[src/hdl/dma_block_regs.vh]
// Register offsets, field positions and codes of the block-transfer DMA
`ifndef DMA_BLOCK_REGS_VH
`define DMA_BLOCK_REGS_VH
// Register byte offsets
`define OFS_SRC       8'h00
`define OFS_DST       8'h04
`define OFS_SIZE      8'h08
`define OFS_BCNT      8'h0C
`define OFS_CCR       8'h10
`define OFS_BAND      8'h14
`define OFS_STAT      8'h18
// channel_control_reg fields
`define CCR_SIZE      0
`define CCR_SSTEP     1
`define CCR_SDOWN     2
`define CCR_DSTEP     3
`define CCR_DDOWN     4
`define CCR_BLOCK_ENABLE      5
`define CCR_BDIR      6
`define CCR_CHB       7
`define CCR_SEL_LO    8
`define CCR_SEL_HI    11
// band_control_reg fields
`define BAND_FAE      0
`define BAND_DTE      1
`define BAND_END_IRQ_ENABLE     2
// Status fields
`define STAT_BUSY     0
`define STAT_DONE     1
`define STAT_BAD      2
// Reset values
`define RST_ADDR      24'h000000
`define RST_BYTE      8'h00
`define RST_BCNT      16'h0000
`define RST_CCR       12'h000
// Activation source codes
`define SRC_LAST_IRQ  4'h6
`define SRC_EXT_EDGE  4'h7
`define SRC_EXT_LVL   4'h8
`define SRC_AUTO      4'h9
// Modes
`define MODE_SHORT    2'h0
`define MODE_NORMAL   2'h1
`define MODE_BLOCK    2'h2
`endif

[src/hdl/dma_block_xfer.v]
// Block-transfer mode DMA channel with source selection
//
// Chosen here: strobed register access and the address map.
`timescale 1ns/10ps
`include "dma_block_regs.vh"
// Functional notes
// - Block mode needs full-address and block enable
// - One whole block per request, N times
// - Source from A register, destination from B
// - Step by one or two, up, down, fixed
// - Separate stepping for source and destination
// - Area select picks destination or source block
// - Size counter counts down, burst until zero
// - Size counter reloads from hold at block end
// - Block area address restored at block end
// - Block count down; zero clears enable, stops
// - Expiry with end enable raises interrupt
// - Serial, timer A and external requests accepted
// - Internal, external and auto request classes
// - Sources limited by mode and channel
// - Falling edge sensing except short channel A
// - Low level sensing except short channel A
// - One block per falling edge, edges once
// - Level low repeats, bus released each block
// - Started block completes, no interruption
module dma_block_xfer
(
    // Clock and reset
    input  wire        mclk,
    input  wire        rstn,
    // Register port
    input  wire [7:0]  reg_addr,
    input  wire [31:0] reg_wdata,
    input  wire        reg_wr,
    input  wire        reg_rd,
    output reg  [31:0] reg_rdata,
    // Activation sources
    input  wire        serial0_tx_irq,
    input  wire        serial0_rx_irq,
    input  wire        serial1_tx_irq,
    input  wire        serial1_rx_irq,
    input  wire        timer0_match_irq,
    input  wire        timer1_match_irq,
    input  wire        timer2_match_irq,
    input  wire        ext_request_pin_n,
    // Memory master
    output wire        mem_req,
    output wire        mem_we,
    output wire        mem_word,
    output wire [23:0] mem_addr,
    output reg  [15:0] mem_wdata,
    input  wire [15:0] mem_rdata,
    input  wire        mem_ready,
    // Status outputs
    output wire        bus_busy,
    output wire        transfer_end_irq
);

// Sequencer states
localparam S_IDLE = 2'b00;
localparam S_RD   = 2'b01;
localparam S_WR   = 2'b10;
localparam S_END  = 2'b11;

reg  [23:0] source_address;
reg  [23:0] destination_address;
reg  [7:0]  block_size_hold;
reg  [7:0]  block_size_counter;
reg  [15:0] block_count;
reg  [11:0] channel_control_reg;
reg         full_addr_enable;
reg         transfer_enable_bit;
reg         end_irq_enable;
reg         done;
reg  [1:0]  state;
reg  [1:0]  next_state;
reg         ext_prev;
reg         edge_pend;
reg  [6:0]  irq_prev;
reg  [6:0]  irq_pend;
reg         req_sel;

wire [6:0]  irq_in;
wire [3:0]  src_sel;
wire [1:0]  mode;
wire        legal;
wire        accept;
wire        fall;
wire        xfer_done;
wire        block_last;
wire        done_set;

// Mode from the two enable bits
function [1:0] mode_of;
    input fae;
    input block_enable;
    begin
        if (!fae)
            mode_of = `MODE_SHORT;
        else if (block_enable)
            mode_of = `MODE_BLOCK;
        else
            mode_of = `MODE_NORMAL;
    end
endfunction

// Source allowed for this mode and channel
function src_legal;
    input [1:0] md;
    input       chb;
    input [3:0] sel;
    reg         intl;
    reg         ext;
    reg         auto;
    begin
        intl = (sel <= `SRC_LAST_IRQ);
        ext  = (sel == `SRC_EXT_EDGE) || (sel == `SRC_EXT_LVL);
        auto = (sel == `SRC_AUTO);
        case (md)
            `MODE_SHORT:  src_legal = intl | (ext & chb);
            `MODE_NORMAL: src_legal = ext | auto;
            `MODE_BLOCK:  src_legal = intl | ext;
            default:      src_legal = 1'b0;
        endcase
    end
endfunction

// Address step after one unit
function [23:0] step_addr;
    input [23:0] a;
    input        en;
    input        down;
    input        word;
    reg   [23:0] unit;
    begin
        unit = word ? 24'h000002 : 24'h000001;
        if (!en)
            step_addr = a;
        else if (down)
            step_addr = a - unit;
        else
            step_addr = a + unit;
    end
endfunction

// Undo a whole block of steps; a hold of zero means 256
function [23:0] restore_addr;
    input [23:0] a;
    input        en;
    input        down;
    input        word;
    input [7:0]  m;
    reg   [23:0] amt;
    begin
        amt = {15'h0000, (m == 8'h00), m};
        if (word)
            amt = {amt[22:0], 1'b0};
        if (!en)
            restore_addr = a;
        else if (down)
            restore_addr = a + amt;
        else
            restore_addr = a - amt;
    end
endfunction

// Internal request lines in source-code order
assign irq_in = {timer2_match_irq, timer1_match_irq, timer0_match_irq,
                 serial1_rx_irq, serial1_tx_irq,
                 serial0_rx_irq, serial0_tx_irq};
assign src_sel = channel_control_reg[`CCR_SEL_HI:`CCR_SEL_LO];
assign mode = mode_of(full_addr_enable, channel_control_reg[`CCR_BLOCK_ENABLE]);
assign legal = src_legal(mode, channel_control_reg[`CCR_CHB], src_sel);
// Falling edge of the active-low request pin
assign fall = ext_prev & ~ext_request_pin_n;

// Selected request line
always @*
begin
    if (src_sel <= `SRC_LAST_IRQ)
        req_sel = irq_pend[src_sel[2:0]];
    else if (src_sel == `SRC_EXT_EDGE)
        req_sel = edge_pend;
    else if (src_sel == `SRC_EXT_LVL)
        req_sel = ~ext_request_pin_n;
    else
        req_sel = 1'b0;
end

// Accept only when idle, enabled, in block mode
assign accept = (state == S_IDLE) & transfer_enable_bit
              & (mode == `MODE_BLOCK) & legal & req_sel;
// A unit ends when its write is acknowledged
assign xfer_done  = (state == S_WR) & mem_ready;
// A count of zero runs 65536 blocks
assign block_last = (block_count == 16'h0001);
assign done_set   = (state == S_END) & block_last;

// Request capture; set wins over the clear on accept, a disabled channel clears all
always @(posedge mclk or negedge rstn)
begin
    if (!rstn)
    begin
        ext_prev  <= 1'b1;
        edge_pend <= 1'b0;
        irq_prev  <= 7'h00;
        irq_pend  <= 7'h00;
    end
    else
    begin
        ext_prev <= ext_request_pin_n;
        irq_prev <= irq_in;
        if (!transfer_enable_bit)
        begin
            edge_pend <= 1'b0;
            irq_pend  <= 7'h00;
        end
        else
        begin
            // Edge during a block stays pending; a second one is merged
            edge_pend <= fall | (edge_pend &
                         ~(accept && src_sel == `SRC_EXT_EDGE));
            irq_pend  <= (irq_in & ~irq_prev) | (irq_pend &
                         ~({7{accept}} & (7'h01 << src_sel[2:0])));
        end
    end
end

// Sequencer: a block runs to its end once started
always @*
begin
    case (state)
        S_IDLE:  next_state = accept ? S_RD : S_IDLE;
        S_RD:    next_state = mem_ready ? S_WR : S_RD;
        S_WR:
        begin
            if (!mem_ready)
                next_state = S_WR;
            else if (block_size_counter == 8'h01)
                next_state = S_END;
            else
                next_state = S_RD;
        end
        S_END:   next_state = S_IDLE;
        default: next_state = S_IDLE;
    endcase
end

always @(posedge mclk or negedge rstn)
begin
    if (!rstn)
        state <= S_IDLE;
    else
        state <= next_state;
end

// Registers; a software write in the same cycle wins
always @(posedge mclk or negedge rstn)
begin
    if (!rstn)
    begin
        source_address      <= `RST_ADDR;
        destination_address <= `RST_ADDR;
        block_size_hold     <= `RST_BYTE;
        block_size_counter  <= `RST_BYTE;
        block_count         <= `RST_BCNT;
        channel_control_reg <= `RST_CCR;
        full_addr_enable    <= 1'b0;
        transfer_enable_bit <= 1'b0;
        end_irq_enable      <= 1'b0;
        mem_wdata           <= 16'h0000;
        reg_rdata           <= 32'h00000000;
    end
    else
    begin
        if ((state == S_RD) && mem_ready)
            mem_wdata <= mem_rdata;
        if (xfer_done)
        begin
            source_address <= step_addr(source_address,
                channel_control_reg[`CCR_SSTEP],
                channel_control_reg[`CCR_SDOWN],
                channel_control_reg[`CCR_SIZE]);
            destination_address <= step_addr(destination_address,
                channel_control_reg[`CCR_DSTEP],
                channel_control_reg[`CCR_DDOWN],
                channel_control_reg[`CCR_SIZE]);
            block_size_counter <= block_size_counter - 8'h01;
        end
        if (state == S_END)
        begin
            block_size_counter <= block_size_hold;
            if (channel_control_reg[`CCR_BDIR])
                source_address <= restore_addr(source_address,
                    channel_control_reg[`CCR_SSTEP],
                    channel_control_reg[`CCR_SDOWN],
                    channel_control_reg[`CCR_SIZE], block_size_hold);
            else
                destination_address <= restore_addr(destination_address,
                    channel_control_reg[`CCR_DSTEP],
                    channel_control_reg[`CCR_DDOWN],
                    channel_control_reg[`CCR_SIZE], block_size_hold);
            block_count <= block_count - 16'h0001;
            if (block_last)
                transfer_enable_bit <= 1'b0;
        end
        // Software write last, so it wins over hardware
        if (reg_wr)
        begin
            case (reg_addr)
                `OFS_SRC:  source_address      <= reg_wdata[23:0];
                `OFS_DST:  destination_address <= reg_wdata[23:0];
                `OFS_SIZE:
                begin
                    block_size_counter <= reg_wdata[7:0];
                    block_size_hold    <= reg_wdata[15:8];
                end
                `OFS_BCNT: block_count <= reg_wdata[15:0];
                `OFS_CCR:  channel_control_reg <= reg_wdata[11:0];
                `OFS_BAND:
                begin
                    full_addr_enable    <= reg_wdata[`BAND_FAE];
                    transfer_enable_bit <= reg_wdata[`BAND_DTE];
                    end_irq_enable      <= reg_wdata[`BAND_END_IRQ_ENABLE];
                end
                default: ;
            endcase
        end
        // Read data stand one cycle, zero otherwise
        if (reg_rd)
        begin
            case (reg_addr)
                `OFS_SRC:  reg_rdata <= {8'h00, source_address};
                `OFS_DST:  reg_rdata <= {8'h00, destination_address};
                `OFS_SIZE: reg_rdata <= {16'h0000, block_size_hold,
                                         block_size_counter};
                `OFS_BCNT: reg_rdata <= {16'h0000, block_count};
                `OFS_CCR:  reg_rdata <= {20'h00000, channel_control_reg};
                `OFS_BAND: reg_rdata <= {29'h00000000, end_irq_enable,
                                         transfer_enable_bit,
                                         full_addr_enable};
                `OFS_STAT: reg_rdata <= {27'h0000000, mode, ~legal, done,
                                         bus_busy};
                default:   reg_rdata <= 32'h00000000;
            endcase
        end
        else
            reg_rdata <= 32'h00000000;
    end
end

// End flag: write one to clear, a new end wins
always @(posedge mclk or negedge rstn)
begin
    if (!rstn)
        done <= 1'b0;
    else
        done <= done_set | (done & ~(reg_wr && reg_addr == `OFS_STAT &&
                                     reg_wdata[`STAT_DONE]));
end

// Level request while the end flag stands
assign transfer_end_irq = done & end_irq_enable;
assign bus_busy = (state != S_IDLE);
assign mem_req  = (state == S_RD) || (state == S_WR);
assign mem_we   = (state == S_WR);
assign mem_word = channel_control_reg[`CCR_SIZE];
// Read from the source, write to the destination
assign mem_addr = (state == S_WR) ? destination_address : source_address;

endmodule // dma_block_xfer

[config.mk]
export PLATFORM = sky130hd
export DESIGN_NAME = dma_block_xfer
export DESIGN_NICKNAME = d
export VERILOG_FILES = /design/src/hdl/dma_block_xfer.v
export VERILOG_INCLUDE_DIRS = /design/src /design/src/hdl
export SDC_FILE = /design/constraint.sdc
export NUM_CORES = 1
export LEC_CHECK = 0
export BUFFER_PORTS_ARGS = -buffer_cell sky130_fd_sc_hd__buf_2
export CAP_MARGIN = 25
export CORE_MARGIN = 5
export CORE_UTILIZATION = 55
export CTS_BUF_LIST = sky130_fd_sc_hd__clkbuf_4 sky130_fd_sc_hd__clkbuf_8
export DETAILED_ROUTE_END_ITERATION = 10
export PLACE_DENSITY = 0.76
export SKIP_LAST_GASP = 1
export SLEW_MARGIN = 20
export SYNTH_ARGS = -nofsm -noshare
export SYNTH_HDL_FRONTEND = slang
export SYNTH_SLANG_ARGS = --single-unit
[constraint.sdc]
create_clock -name mclk -period 5.74 [get_ports mclk]
set_clock_uncertainty 0.05 [all_clocks]
set_input_delay 0.861 -clock mclk [delete_from_list [all_inputs] [get_ports mclk]]
set_output_delay 0.861 -clock mclk [all_outputs]
set_load 0.05 [all_outputs]
Word-level counts from Yosys, hierarchy flattened. Index checks and enable logic that the tools add are counted.

Bits in registers: 162. Bits in latches: 0. Bits in writable memories: 0. Bits in read-only memories: 0. Input port bits: 69. Logic and storage cells: 139. Memories kept: 0.

Add/subtract/negate cells: 10. $mul: 0. Divide/modulo/power cells: 0. $lt $le $gt $ge: 2. Eq/ne operators: 16. Shifts and indexed selects: 1. Muxes and demuxes: 53. Bitwise logic cells: 26. Reductions and logical operators: 14.

Operators by type and width (count): 24-bit 2-to-1 mux (23); 24-bit one-hot mux with 7 select lines (1); 24-bit adder (3); 24-bit subtractor (3); 16-bit 2-to-1 mux (3); 32-bit 2-to-1 mux (1); 8-bit 2-to-1 mux (4); 24-bit by 2-bit adder with 24-bit output (1); 8-bit by 5-bit equality test with 1-bit output (second input constant) (3); 24-bit by 2-bit subtractor with 24-bit output (1); 7-bit AND (3); 16-bit by 1-bit equality test with 1-bit output (second input constant) (1); 8-bit by 4-bit equality test with 1-bit output (second input constant) (2); 8-bit logical NOT (2); 16-bit by 1-bit subtractor with 16-bit output (second input constant) (1); 7-bit NOT (2); 2-bit 2-to-1 mux (6); 1-bit AND (11); 1-bit 2-to-1 mux (10); 10-bit 2-to-1 mux (1); 4-bit equality test (second input constant) (2); 8-bit by 1-bit equality test with 1-bit output (second input constant) (1); 8-bit by 3-bit equality test with 1-bit output (second input constant) (1); 2-bit one-hot mux with 4 select lines (1); other kinds (18) (35).

Longest topological paths before layout. Gate-level depths: netlist (run 1).

Depth in word-level cells: 12. Mapped depth: 22. Mapped depth without buffers: 22.

Least setup slack after synthesis (run 1). OpenSTA, ideal clock, no wires.

Kind: reg2reg. Start: register channel_control_reg[0]. End: register source_address[23]. Library setup time: 0.092 ns. Arrival time: 5.006 ns. Data required time: 5.598 ns. Slack: 0.592 ns. Stages on the path, launching flop included: 23. Period minus slack after synthesis: 5.148 ns. Cells stage by stage: dfrtp_1 buf_1 mux2i_1 ha_1 nand2b_1 nor2_1 nand3_1 nor2_1 nor4bb_1 and3_1 buf_6 nor2_1 ha_1 and3_1 a221oi_2 nor2_1 a211oi_2 o211ai_1 a31o_1 and2_1 a2111o_1 and3_1 o31ai_2.

Cells in the longest elaborated chain, start to end: 10. Elaborated cells between the ends (all ways): 17. Those cells by class: add/sub: 4; mux: 13.

RTL lines: from (decl) (line dma_block_xfer.v:70) `reg [11:0] channel_control_reg;`; from (signal assigned) (line dma_block_xfer.v:267) `` channel_control_reg <= `RST_CCR; ``; from (signal assigned) (line dma_block_xfer.v:319) `` `OFS_CCR: channel_control_reg <= reg_wdata[11:0]; ``; 10-bit 2-to-1 mux (line dma_block_xfer.v:156) `if (word)`; 24-bit 2-to-1 mux (line dma_block_xfer.v:293) `` if (channel_control_reg[`CCR_BDIR]) ``; 24-bit 2-to-1 mux (line dma_block_xfer.v:290) `if (state == S_END)`; 24-bit subtractor or 24-bit adder (tied branches) (line dma_block_xfer.v:163, dma_block_xfer.v:161); 24-bit 2-to-1 mux (line dma_block_xfer.v:160) `else if (down)`; 24-bit 2-to-1 mux (line dma_block_xfer.v:158) `if (!en)`; 24-bit 2-to-1 mux (line dma_block_xfer.v:293); 24-bit 2-to-1 mux * (line dma_block_xfer.v:290); 24-bit 2-to-1 mux (line dma_block_xfer.v:310) `case (reg_addr)`; 24-bit 2-to-1 mux * (line dma_block_xfer.v:308) `if (reg_wr)`; to (signal assigned) (line dma_block_xfer.v:280) `source_address <= step_addr(source_address,`; to (signal assigned) (line dma_block_xfer.v:294) `source_address <= restore_addr(source_address,`; to (signal assigned) (line dma_block_xfer.v:311) `` `OFS_SRC: source_address <= reg_wdata[23:0]; ``; to (decl) (line dma_block_xfer.v:65) `reg [23:0] source_address;`.

Every way passes the cells marked *; elsewhere a longest branch is shown, timed or not. The select of a mux whose other input is x is not followed. A chain may end at the register's enable or synchronous reset.

Worst setup path in the final report (run 1).
Start: register block_size_hold[1]. End: register source_address[23].

Cells in the longest elaborated chain, start to end: 11. Elaborated cells between the ends (all ways): 12. Those cells by class: add/sub: 2; mux: 9; reduce/logical: 1.

RTL lines: from (decl) (line dma_block_xfer.v:67) `reg [7:0] block_size_hold;`; from (signal assigned) (line dma_block_xfer.v:264) `` block_size_hold <= `RST_BYTE; ``; from (signal assigned) (line dma_block_xfer.v:316) `block_size_hold <= reg_wdata[15:8];`; 8-bit logical NOT (line dma_block_xfer.v:155) `amt = {15'h0000, (m == 8'h00), m};`; 10-bit 2-to-1 mux * (line dma_block_xfer.v:156); 24-bit 2-to-1 mux * (line dma_block_xfer.v:293); 24-bit 2-to-1 mux * (line dma_block_xfer.v:290); 24-bit subtractor or 24-bit adder (tied branches) (line dma_block_xfer.v:163, dma_block_xfer.v:161); 24-bit 2-to-1 mux * (line dma_block_xfer.v:160); 24-bit 2-to-1 mux * (line dma_block_xfer.v:158); 24-bit 2-to-1 mux * (line dma_block_xfer.v:293); 24-bit 2-to-1 mux * (line dma_block_xfer.v:290); 24-bit 2-to-1 mux (line dma_block_xfer.v:310); 24-bit 2-to-1 mux * (line dma_block_xfer.v:308).

Marked as above.

==> results by group, run 1 <==
Synthesis
  – Synth cell types: 82
  – #FFs+latches synth: 154
  – Synth Instances: 1,589
  – Ys async rst share: 1.00
  – Most common cell in the synthesized netlist: nor2_1
  – Synth top area share: 0.290
  – Area contributors post-synth: dfrtp_1, ha_1, mux2_2, a21oi_1, nor2_1
  – Cell taking the most area after synthesis: dfrtp_1
  – Post-Syn Area per Cell: 8.31 um^2
  – Synth cell count leaders: nor2_1, dfrtp_1, a21oi_1
  – Post-synthesis sequential area ratio: 0.292
  – Ys flop type: dfrtp_1
  – Mapped cell area: 0.0132 mm^2
  – Synth Warn #: 0
  – EDFF count, synth: 0

Worst setup path
  – R2r startpoint: block_size_hold[1]$_DFFE_PN0P_
  – Critical Path Start Type: flop
  – Reg-to-reg endpoint: source_address[23]$_DFF_PN0_
  – R2R cell count: 17
  – Critical path required time: 6.08 ns
  – Critical path type: flop to flop
  – Reg2Reg Setup Slack: 0.48 ns
  – Worst-path fanout max: 11
  – Crit path DAT: 5.60 ns
  – Critical Path End Type: flop

Detailed routing
  – Routed wire length on met2: 19,100 um
  – DRT met1 WL: 17,500 um
  – Number of DRC markers in iteration 0: 1,279
  – Total Wirelength: 42,500 um
  – Routed len/inst: 21.1 um
  – WL met3: 4210 um
  – TritonRoute pass-1 iters: 11
  – Routed Antenna Nets: 0
  – Average via count per standard cell: 6.43
  – Via count: 12.9k
  – Drt drc: 2
  – Top sig layer: met5

Floorplan
  – Die H: 165 um
  – Starting Density: 0.561
  – Die X: 165 um
  – Io pins: 146
  – Core ar.: 0.0235 mm^2
  – Row cnt: 56
  – Die area: 0.0272 mm^2

Timing
  – Final Hold Vio Count: 0
  – Worst hold slack: 0.226 ns
  – F_max: 190 MHz
  – TNS Setup: 0 ns
  – Max Slew Vio Count: 0
  – Unrepaired setup endpoints after global routing: no
  – Slew Limit Headroom: 0.366
  – Final setup vio count: 0
  – Period utilization: 0.916
  – Worst Tran Pin Value: 0.951 ns
  – PnR worst setup slack: 0.481 ns
  – Tmin final: 5.26 ns

Place
  – Detailed placement HPWL: 31,700 um
  – Routability cong.: 0.998
  – Place WS: 0.450 ns
  – # port buffers: 129

Clock network
  – # H-tree levels: 4
  – Clock sinks: 154
  – Clock Path Buffers: 2
  – Clock slew at reported path FFs: 0.11 ns
  – Worst-Skew Late Latency: 0.49 ns
  – CTS tree: done
  – Root Buffer: clkbuf_8
  – Number of CTS-inserted buffers: 17

Flow run
  – Maximum capacitance violations: 0

Pwr
  – P per Cell Area: 237 mW/mm^2
  – Internal power: 0.00207 W
  – Combinational share of power: 0.377
  – Worst VDD drop: 0.181 mV
  – Clock share of power: 0.265
  – Reg power frac: 0.358
  – Psw: 0.00137 W
  – Switching power share of the total: 0.399
  – Leak pwr: 6.65 nW

GRT
  – Global Route Usage Sum: 0.313
  – Largest net degree at the start of global routing: 99
  – GRT overflow: 0
  – Initial antenna violation count: 2
  – First-pass GRT wire length: 66,700 um
  – Vias in the first global route: 12.4k

Layout
  – Layout cells sized above 1: 0.165
  – Final #Nets: 1,855
  – Synthesis-to-finish area growth: 10.1%
  – N_diodes: 0
  – Filler cells: 2,123
  – Largest regs: destination_address x24, reg_rdata x24, source_address x24
  – Area of the multi-input gates: 0.00882 mm^2
  – Register Area: 0.00385 mm^2

Hold path
  – Worst hold path type: primary input to async pin

Outcome
  – Violated checks: design-rule violations
  – Outcome: complete, but fails checks
[critical path, stage by stage (launching register included)]
cell	delay, ns
dfrtp_1	0.54
or3_1	0.41
or2_2	0.36
or3_1	0.45
or3_1	0.38
and3_2	0.27
nor2_1	0.17
ha_1	0.32
and3_1	0.24
a221oi_2	0.29
nor2_1	0.10
a211oi_2	0.24
o211ai_1	0.18
a31o_1	0.25
and2_1	0.13
a2111o_1	0.42
and3_1	0.19
o31ai_2	0.16
[final cells by class]
class,count,share of cell area
Multi-Input combinational cell,1306,0.607
Sequential cell,154,0.265
Timing Repair Buffer,155,0.0607
Tap cell,319,0.0274
Clock buffer,17,0.0161
Clock inverter,15,0.0121
Inverter,46,0.0119
[kinds of logic after synthesis]
logic type      share of synthesized area
compound gates                      0.252
xor+xnor                           0.0643
fa+ha+maj                           0.103
buf+inv                            0.0427
flops                               0.292
mux                                0.0690
other cells                      0.000284
simple gates                        0.177
[cells in the final DEF, fill, tap and decap left out, types with 41 or more instances in the layout]
master   instances
a21oi_1        147
a22oi_1         41
buf_2          128
dfrtp_1        153
ha_1           102
inv_1           45
mux2_2          68
nand2_1        125
nor2_1         181
o21ai_0        104
xnor2_1         62
[per-layer routing]
metal	vias up	global-route usage
met1	6168	0.419
met5	-	0
met3	130	0.0626
met2	644	0.499
li1	6000	-
met4	4	0.123
[timing repair]
item                                    4_1_cts  5_1_grt
buffers inserted                              0        0
endpoints found under the setup margin        0        1
hold buffers                                  0        0
gates resized for setup                       0        2
[stage by stage]
step                cells  utilization  area (um^2)  total power (W)
finish               2012        0.618        14500          0.00345
global route         2012        0.618        14500          0.00362
CTS                  2009        0.615        14500          0.00342
detailed placement   1977        0.598        14100          0.00252
global placement     1977        0.598        14100          0.00249
floorplan            1596            -        13200          0.00221
[power groups by stage]
stage / logic, W / clock network, W / registers [W]
global placement: 0.00124 / 0 / 0.00125
global route: 0.00142 / 0.000963 / 0.00124
CTS: 0.00128 / 0.000915 / 0.00123
detailed placement: 0.00126 / 0 / 0.00125
floorplan: 0.00101 / 0 / 0.00120
finish: 0.00130 / 0.000913 / 0.00123
[worst max path at each step]
stage                                       startpoint                                 to  slack, ns  depth (start not counted)
finish                  block_size_hold[1]$_DFFE_PN0P_       source_address[23]$_DFF_PN0_       0.48                         17
floorplan           channel_control_reg[0]$_DFFE_PN0P_       source_address[23]$_DFF_PN0_       0.59                         22
global placement        block_size_hold[1]$_DFFE_PN0P_       source_address[23]$_DFF_PN0_       0.63                         20
global route            block_size_hold[1]$_DFFE_PN0P_  destination_address[23]$_DFF_PN0_       0.08                         17
CTS                     block_size_hold[1]$_DFFE_PN0P_       source_address[23]$_DFF_PN0_       0.40                         20
detailed placement  channel_control_reg[0]$_DFFE_PN0P_       source_address[23]$_DFF_PN0_       0.45                         20
(Power assumes the default switching activity.)
==> run 2, diff against run 1 <==
--- a/config.mk
+++ b/config.mk
@@ -6,13 +6,14 @@
 export SDC_FILE = /design/constraint.sdc
 export NUM_CORES = 1
 export LEC_CHECK = 0
+export ABC_AREA = 1
 export BUFFER_PORTS_ARGS = -buffer_cell sky130_fd_sc_hd__buf_2
 export CAP_MARGIN = 25
 export CORE_MARGIN = 5
 export CORE_UTILIZATION = 55
 export CTS_BUF_LIST = sky130_fd_sc_hd__clkbuf_4 sky130_fd_sc_hd__clkbuf_8
 export DETAILED_ROUTE_END_ITERATION = 10
-export PLACE_DENSITY = 0.76
+export PLACE_DENSITY = 0.75
 export SKIP_LAST_GASP = 1
 export SLEW_MARGIN = 20
 export SYNTH_ARGS = -nofsm -noshare
==> results by group, run 2 <==
Layout
  – Non-Filler Instances: 2,948 (+47%)
  – Area of the multi-input gates: 0.00969 mm^2 (+9.8%)
  – Final #Nets: 2,732 (+47%)
  – Commonest non-fill, non-tap cell in the layout: nand2_1
  – Layout cells sized above 1: 0.0942 (-0.0706)
  – Synthesis-to-finish area growth: 8.69%
  – N_diodes: 0 (unchanged)
  – Largest regs: destination_address x24, reg_rdata x24, source_address x24
  – Register Area: 0.00385 mm^2 (unchanged)
  – Most frequent cells in the layout: nand2_1, inv_1, a21oi_1
  – Filler cells: 2,789 (+31%)

Hold path
  – Worst hold path type: primary input to async pin

Timing
  – F_max: 236 MHz (+24%)
  – Final setup vio count: 0 (unchanged)
  – TNS Setup: 0 ns (unchanged)
  – Final Hold Vio Count: 0 (unchanged)
  – PnR worst setup slack: 1.51 ns (+1.03 ns)
  – Tmin final: 4.23 ns (-1.03 ns)
  – Worst Tran Pin Value: 1.07 ns (+0.118 ns)
  – Slew Limit Headroom: 0.283 (-0.0828)
  – Max Slew Vio Count: 0 (unchanged)
  – Unrepaired setup endpoints after global routing: no
  – Period utilization: 0.737 (-0.179)

Detailed routing
  – Via count: 17.1k (+32%)
  – Routed len/inst: 19.2 um (-9.3%)
  – Total Wirelength: 56,500 um (+33%)
  – Routed Antenna Nets: 0 (unchanged)
  – TritonRoute pass-1 iters: 9 (-2)
  – Average via count per standard cell: 5.81 (-9.7%)
  – Number of DRC markers in iteration 0: 1,900 (+49%)
  – Drt drc: 2 (unchanged)

Clock network
  – Cts hold-fix bufs: 0 (unchanged)
  – Buffers inserted by post-CTS timing repair: 0 (unchanged)
  – Clock sinks: 154 (unchanged)
  – # H-tree levels: 4 (unchanged)
  – CTS tree: done
  – Worst-Skew Late Latency: 0.50 ns (about the same)
  – Clock Path Buffers: 2 (unchanged)
  – Number of CTS-inserted buffers: 17 (unchanged)
  – PostCTS Resize Cnt: 0 (unchanged)
  – Clock slew at reported path FFs: 0.12 ns (about the same)
  – Root Buffer: clkbuf_8

Synthesis
  – Synth cell count leaders: nand2_1, inv_1, a21oi_1
  – Synth Instances: 2,465 (+55%)
  – Post-Syn Area per Cell: 6.19 um^2 (-26%)
  – Mapped cell area: 0.0153 mm^2 (+16%)
  – #FFs+latches synth: 154 (unchanged)
  – Synth cell types: 55 (-33%)
  – Synth Warn #: 0 (unchanged)
  – Ys async rst share: 1.00 (unchanged)
  – Synth top area share: 0.251 (-0.0390)
  – Ys flop type: dfrtp_1
  – Cell taking the most area after synthesis: dfrtp_1
  – Post-synthesis sequential area ratio: 0.253 (-0.0393)
  – EDFF count, synth: 0 (unchanged)
  – Most common cell in the synthesized netlist: nand2_1
  – Area contributors post-synth: dfrtp_1, nand2_1, inv_1, ha_1, a21oi_1

Place
  – Placed insts: 2,915 (+47%)
  – Place WS: 1.64 ns (+1.19 ns)
  – Routability cong.: 0.998 (about the same)
  – Detailed placement HPWL: 44,000 um (+39%)
  – # port buffers: 129 (unchanged)

Pwr
  – Combinational share of power: 0.378 (about the same)
  – Internal power: 0.00193 W (-7.0%)
  – Leak pwr: 8.91 nW (+34%)
  – P per Cell Area: 208 mW/mm^2 (-12%)
  – Worst VDD drop: 0.162 mV (-11%)
  – Clock share of power: 0.267 (+0.002)
  – Switching power share of the total: 0.442 (+0.0433)
  – Reg power frac: 0.355 (-0.003)
  – Psw: 0.00153 W (+11%)

Floorplan
  – Core ar.: 0.0276 mm^2 (+17%)
  – Row cnt: 61 (+8.9%)
  – Die H: 177 um (+7.0%)
  – Starting Density: 0.554 (-0.00711)
  – Io pins: 146 (unchanged)
  – Die X: 177 um (+7.0%)
  – Die area: 0.0312 mm^2 (+15%)

Worst setup path
  – Critical Path End Type: flop
  – Critical path type: flop to flop
  – Critical Path Start Type: flop
  – Critical path required time: 6.06 ns (-0.02 ns)
  – Reg2Reg Setup Slack: 1.51 ns (+1.03 ns)
  – Worst-path fanout max: 22 (+11)
  – Crit path DAT: 4.55 ns (-1.05 ns)

GRT
  – Initial antenna violation count: 0 (-2)
  – Largest net degree at the start of global routing: 56 (-43%)
  – Global Route Usage Sum: 0.358 (+0.0455)
  – GRT overflow: 0 (unchanged)
  – Vias in the first global route: 15.7k (+27%)
  – First-pass GRT wire length: 87,200 um (+31%)

Flow run
  – Maximum capacitance violations: 0 (unchanged)

Outcome
  – Outcome: complete, but fails checks
  – Violated checks: design-rule violations
-- run 2: changes by cell type after synthesis, moves of 25 or more --
| cell | previous run | this run |
|---|---|---|
| a21o_1 | 37 | 3 |
| a21oi_1 | 147 | 230 |
| a22oi_1 | 41 | 4 |
| a31oi_1 | 28 | 3 |
| clkbuf_1 | 66 | 40 |
| inv_1 | 45 | 358 |
| mux2_2 | 68 | 17 |
| nand2_1 | 125 | 698 |
| nand2b_1 | 32 | 0 |
| nand3_1 | 39 | 176 |
| nor2_1 | 181 | 211 |
| o21ai_0 | 104 | 173 |
| xnor2_1 | 62 | 15 |
-- run 2: cell families after synthesis --
kind of cell,synth area share
other,0.000246
DFF,0.253
AOI/OAI and AO/OA,0.179
and+or+nand+nor,0.328
adders and majority gates,0.0889
muxes,0.0132
buffers and inverters,0.114
xor gates and xnor gates,0.0230
-- run 2: worst paths after layout --
check / from / endpoint / depth (start not counted)
setup reg to reg: channel_control_reg[0]$_DFFE_PN0P_ / destination_address[15]$_DFF_PN0_ / 21
hold / removal: rstn / channel_control_reg[5]$_DFFE_PN0P_ / 1
hold reg to reg: irq_prev[6]$_DFF_PN0_ / irq_pend[6]$_DFF_PN0_ / 3
setup / recovery: channel_control_reg[0]$_DFFE_PN0P_ / destination_address[15]$_DFF_PN0_ / 21
max in group asynchronous: rstn / destination_address[20]$_DFF_PN0_ / 2
min in group mclk: serial0_tx_irq / irq_prev[0]$_DFF_PN0_ / 1
-- run 2: critical path: stages (launching register included) --
cell and delay, ns:
dfrtp_1 0.93, nand2_1 0.11, o21ai_1 0.19, ha_1 0.25, nand4_2 0.13, nor2_2 0.15, and3_4 0.20, inv_2 0.04
nor2_4 0.24, nor2_1 0.15, ha_1 0.41, nand2_1 0.14, nor2_1 0.27, nand2_1 0.11, inv_1 0.07, a21oi_1 0.11
nand2_1 0.08, nand2_1 0.05, o21ai_0 0.15, nand3_1 0.08, o21ai_0 0.11, inv_1 0.07
-- run 2: cell type report --
type | count | area share
tap | 378 | 0.0285
inverter | 372 | 0.0842
sequential | 154 | 0.232
clock inverter | 15 | 0.0118
multi-input combinational | 1872 | 0.584
clock buffer | 17 | 0.0141
timing repair buffer | 140 | 0.0447
-- run 2: power groups by stage --
stage	Clock, W	Combinational [W]	Sequential [W]
floorplan	0	0.000900	0.00123
global route	0.000973	0.00146	0.00123
finish	0.000923	0.00131	0.00122
CTS	0.000927	0.00127	0.00122
global placement	0	0.00125	0.00124
detailed placement	0	0.00127	0.00124
-- run 2: routing by layer --
layer / global-route usage / part of all wire / vias to the layer above
met5: 0 / 0 / -
met4: 0.152 / 0.045 / 0
met3: 0.0790 / 0.11 / 158
met2: 0.521 / 0.41 / 929
met1: 0.514 / 0.43 / 7834
li1: - / - / 8210
-- run 2: metrics by stage --
| step | power [W] | hold slack (ns) | area [um^2] | utilization |
|---|---|---|---|---|
| after floorplan | 0.00213 | 0.403 | 15300 | - |
| after global placement | 0.00249 | 0.419 | 16100 | 0.586 |
| after detailed placement | 0.00251 | 0.440 | 16100 | 0.586 |
| after CTS | 0.00342 | 0.272 | 16600 | 0.601 |
| after global routing | 0.00366 | 0.286 | 16600 | 0.602 |
| final | 0.00345 | 0.261 | 16600 | 0.602 |
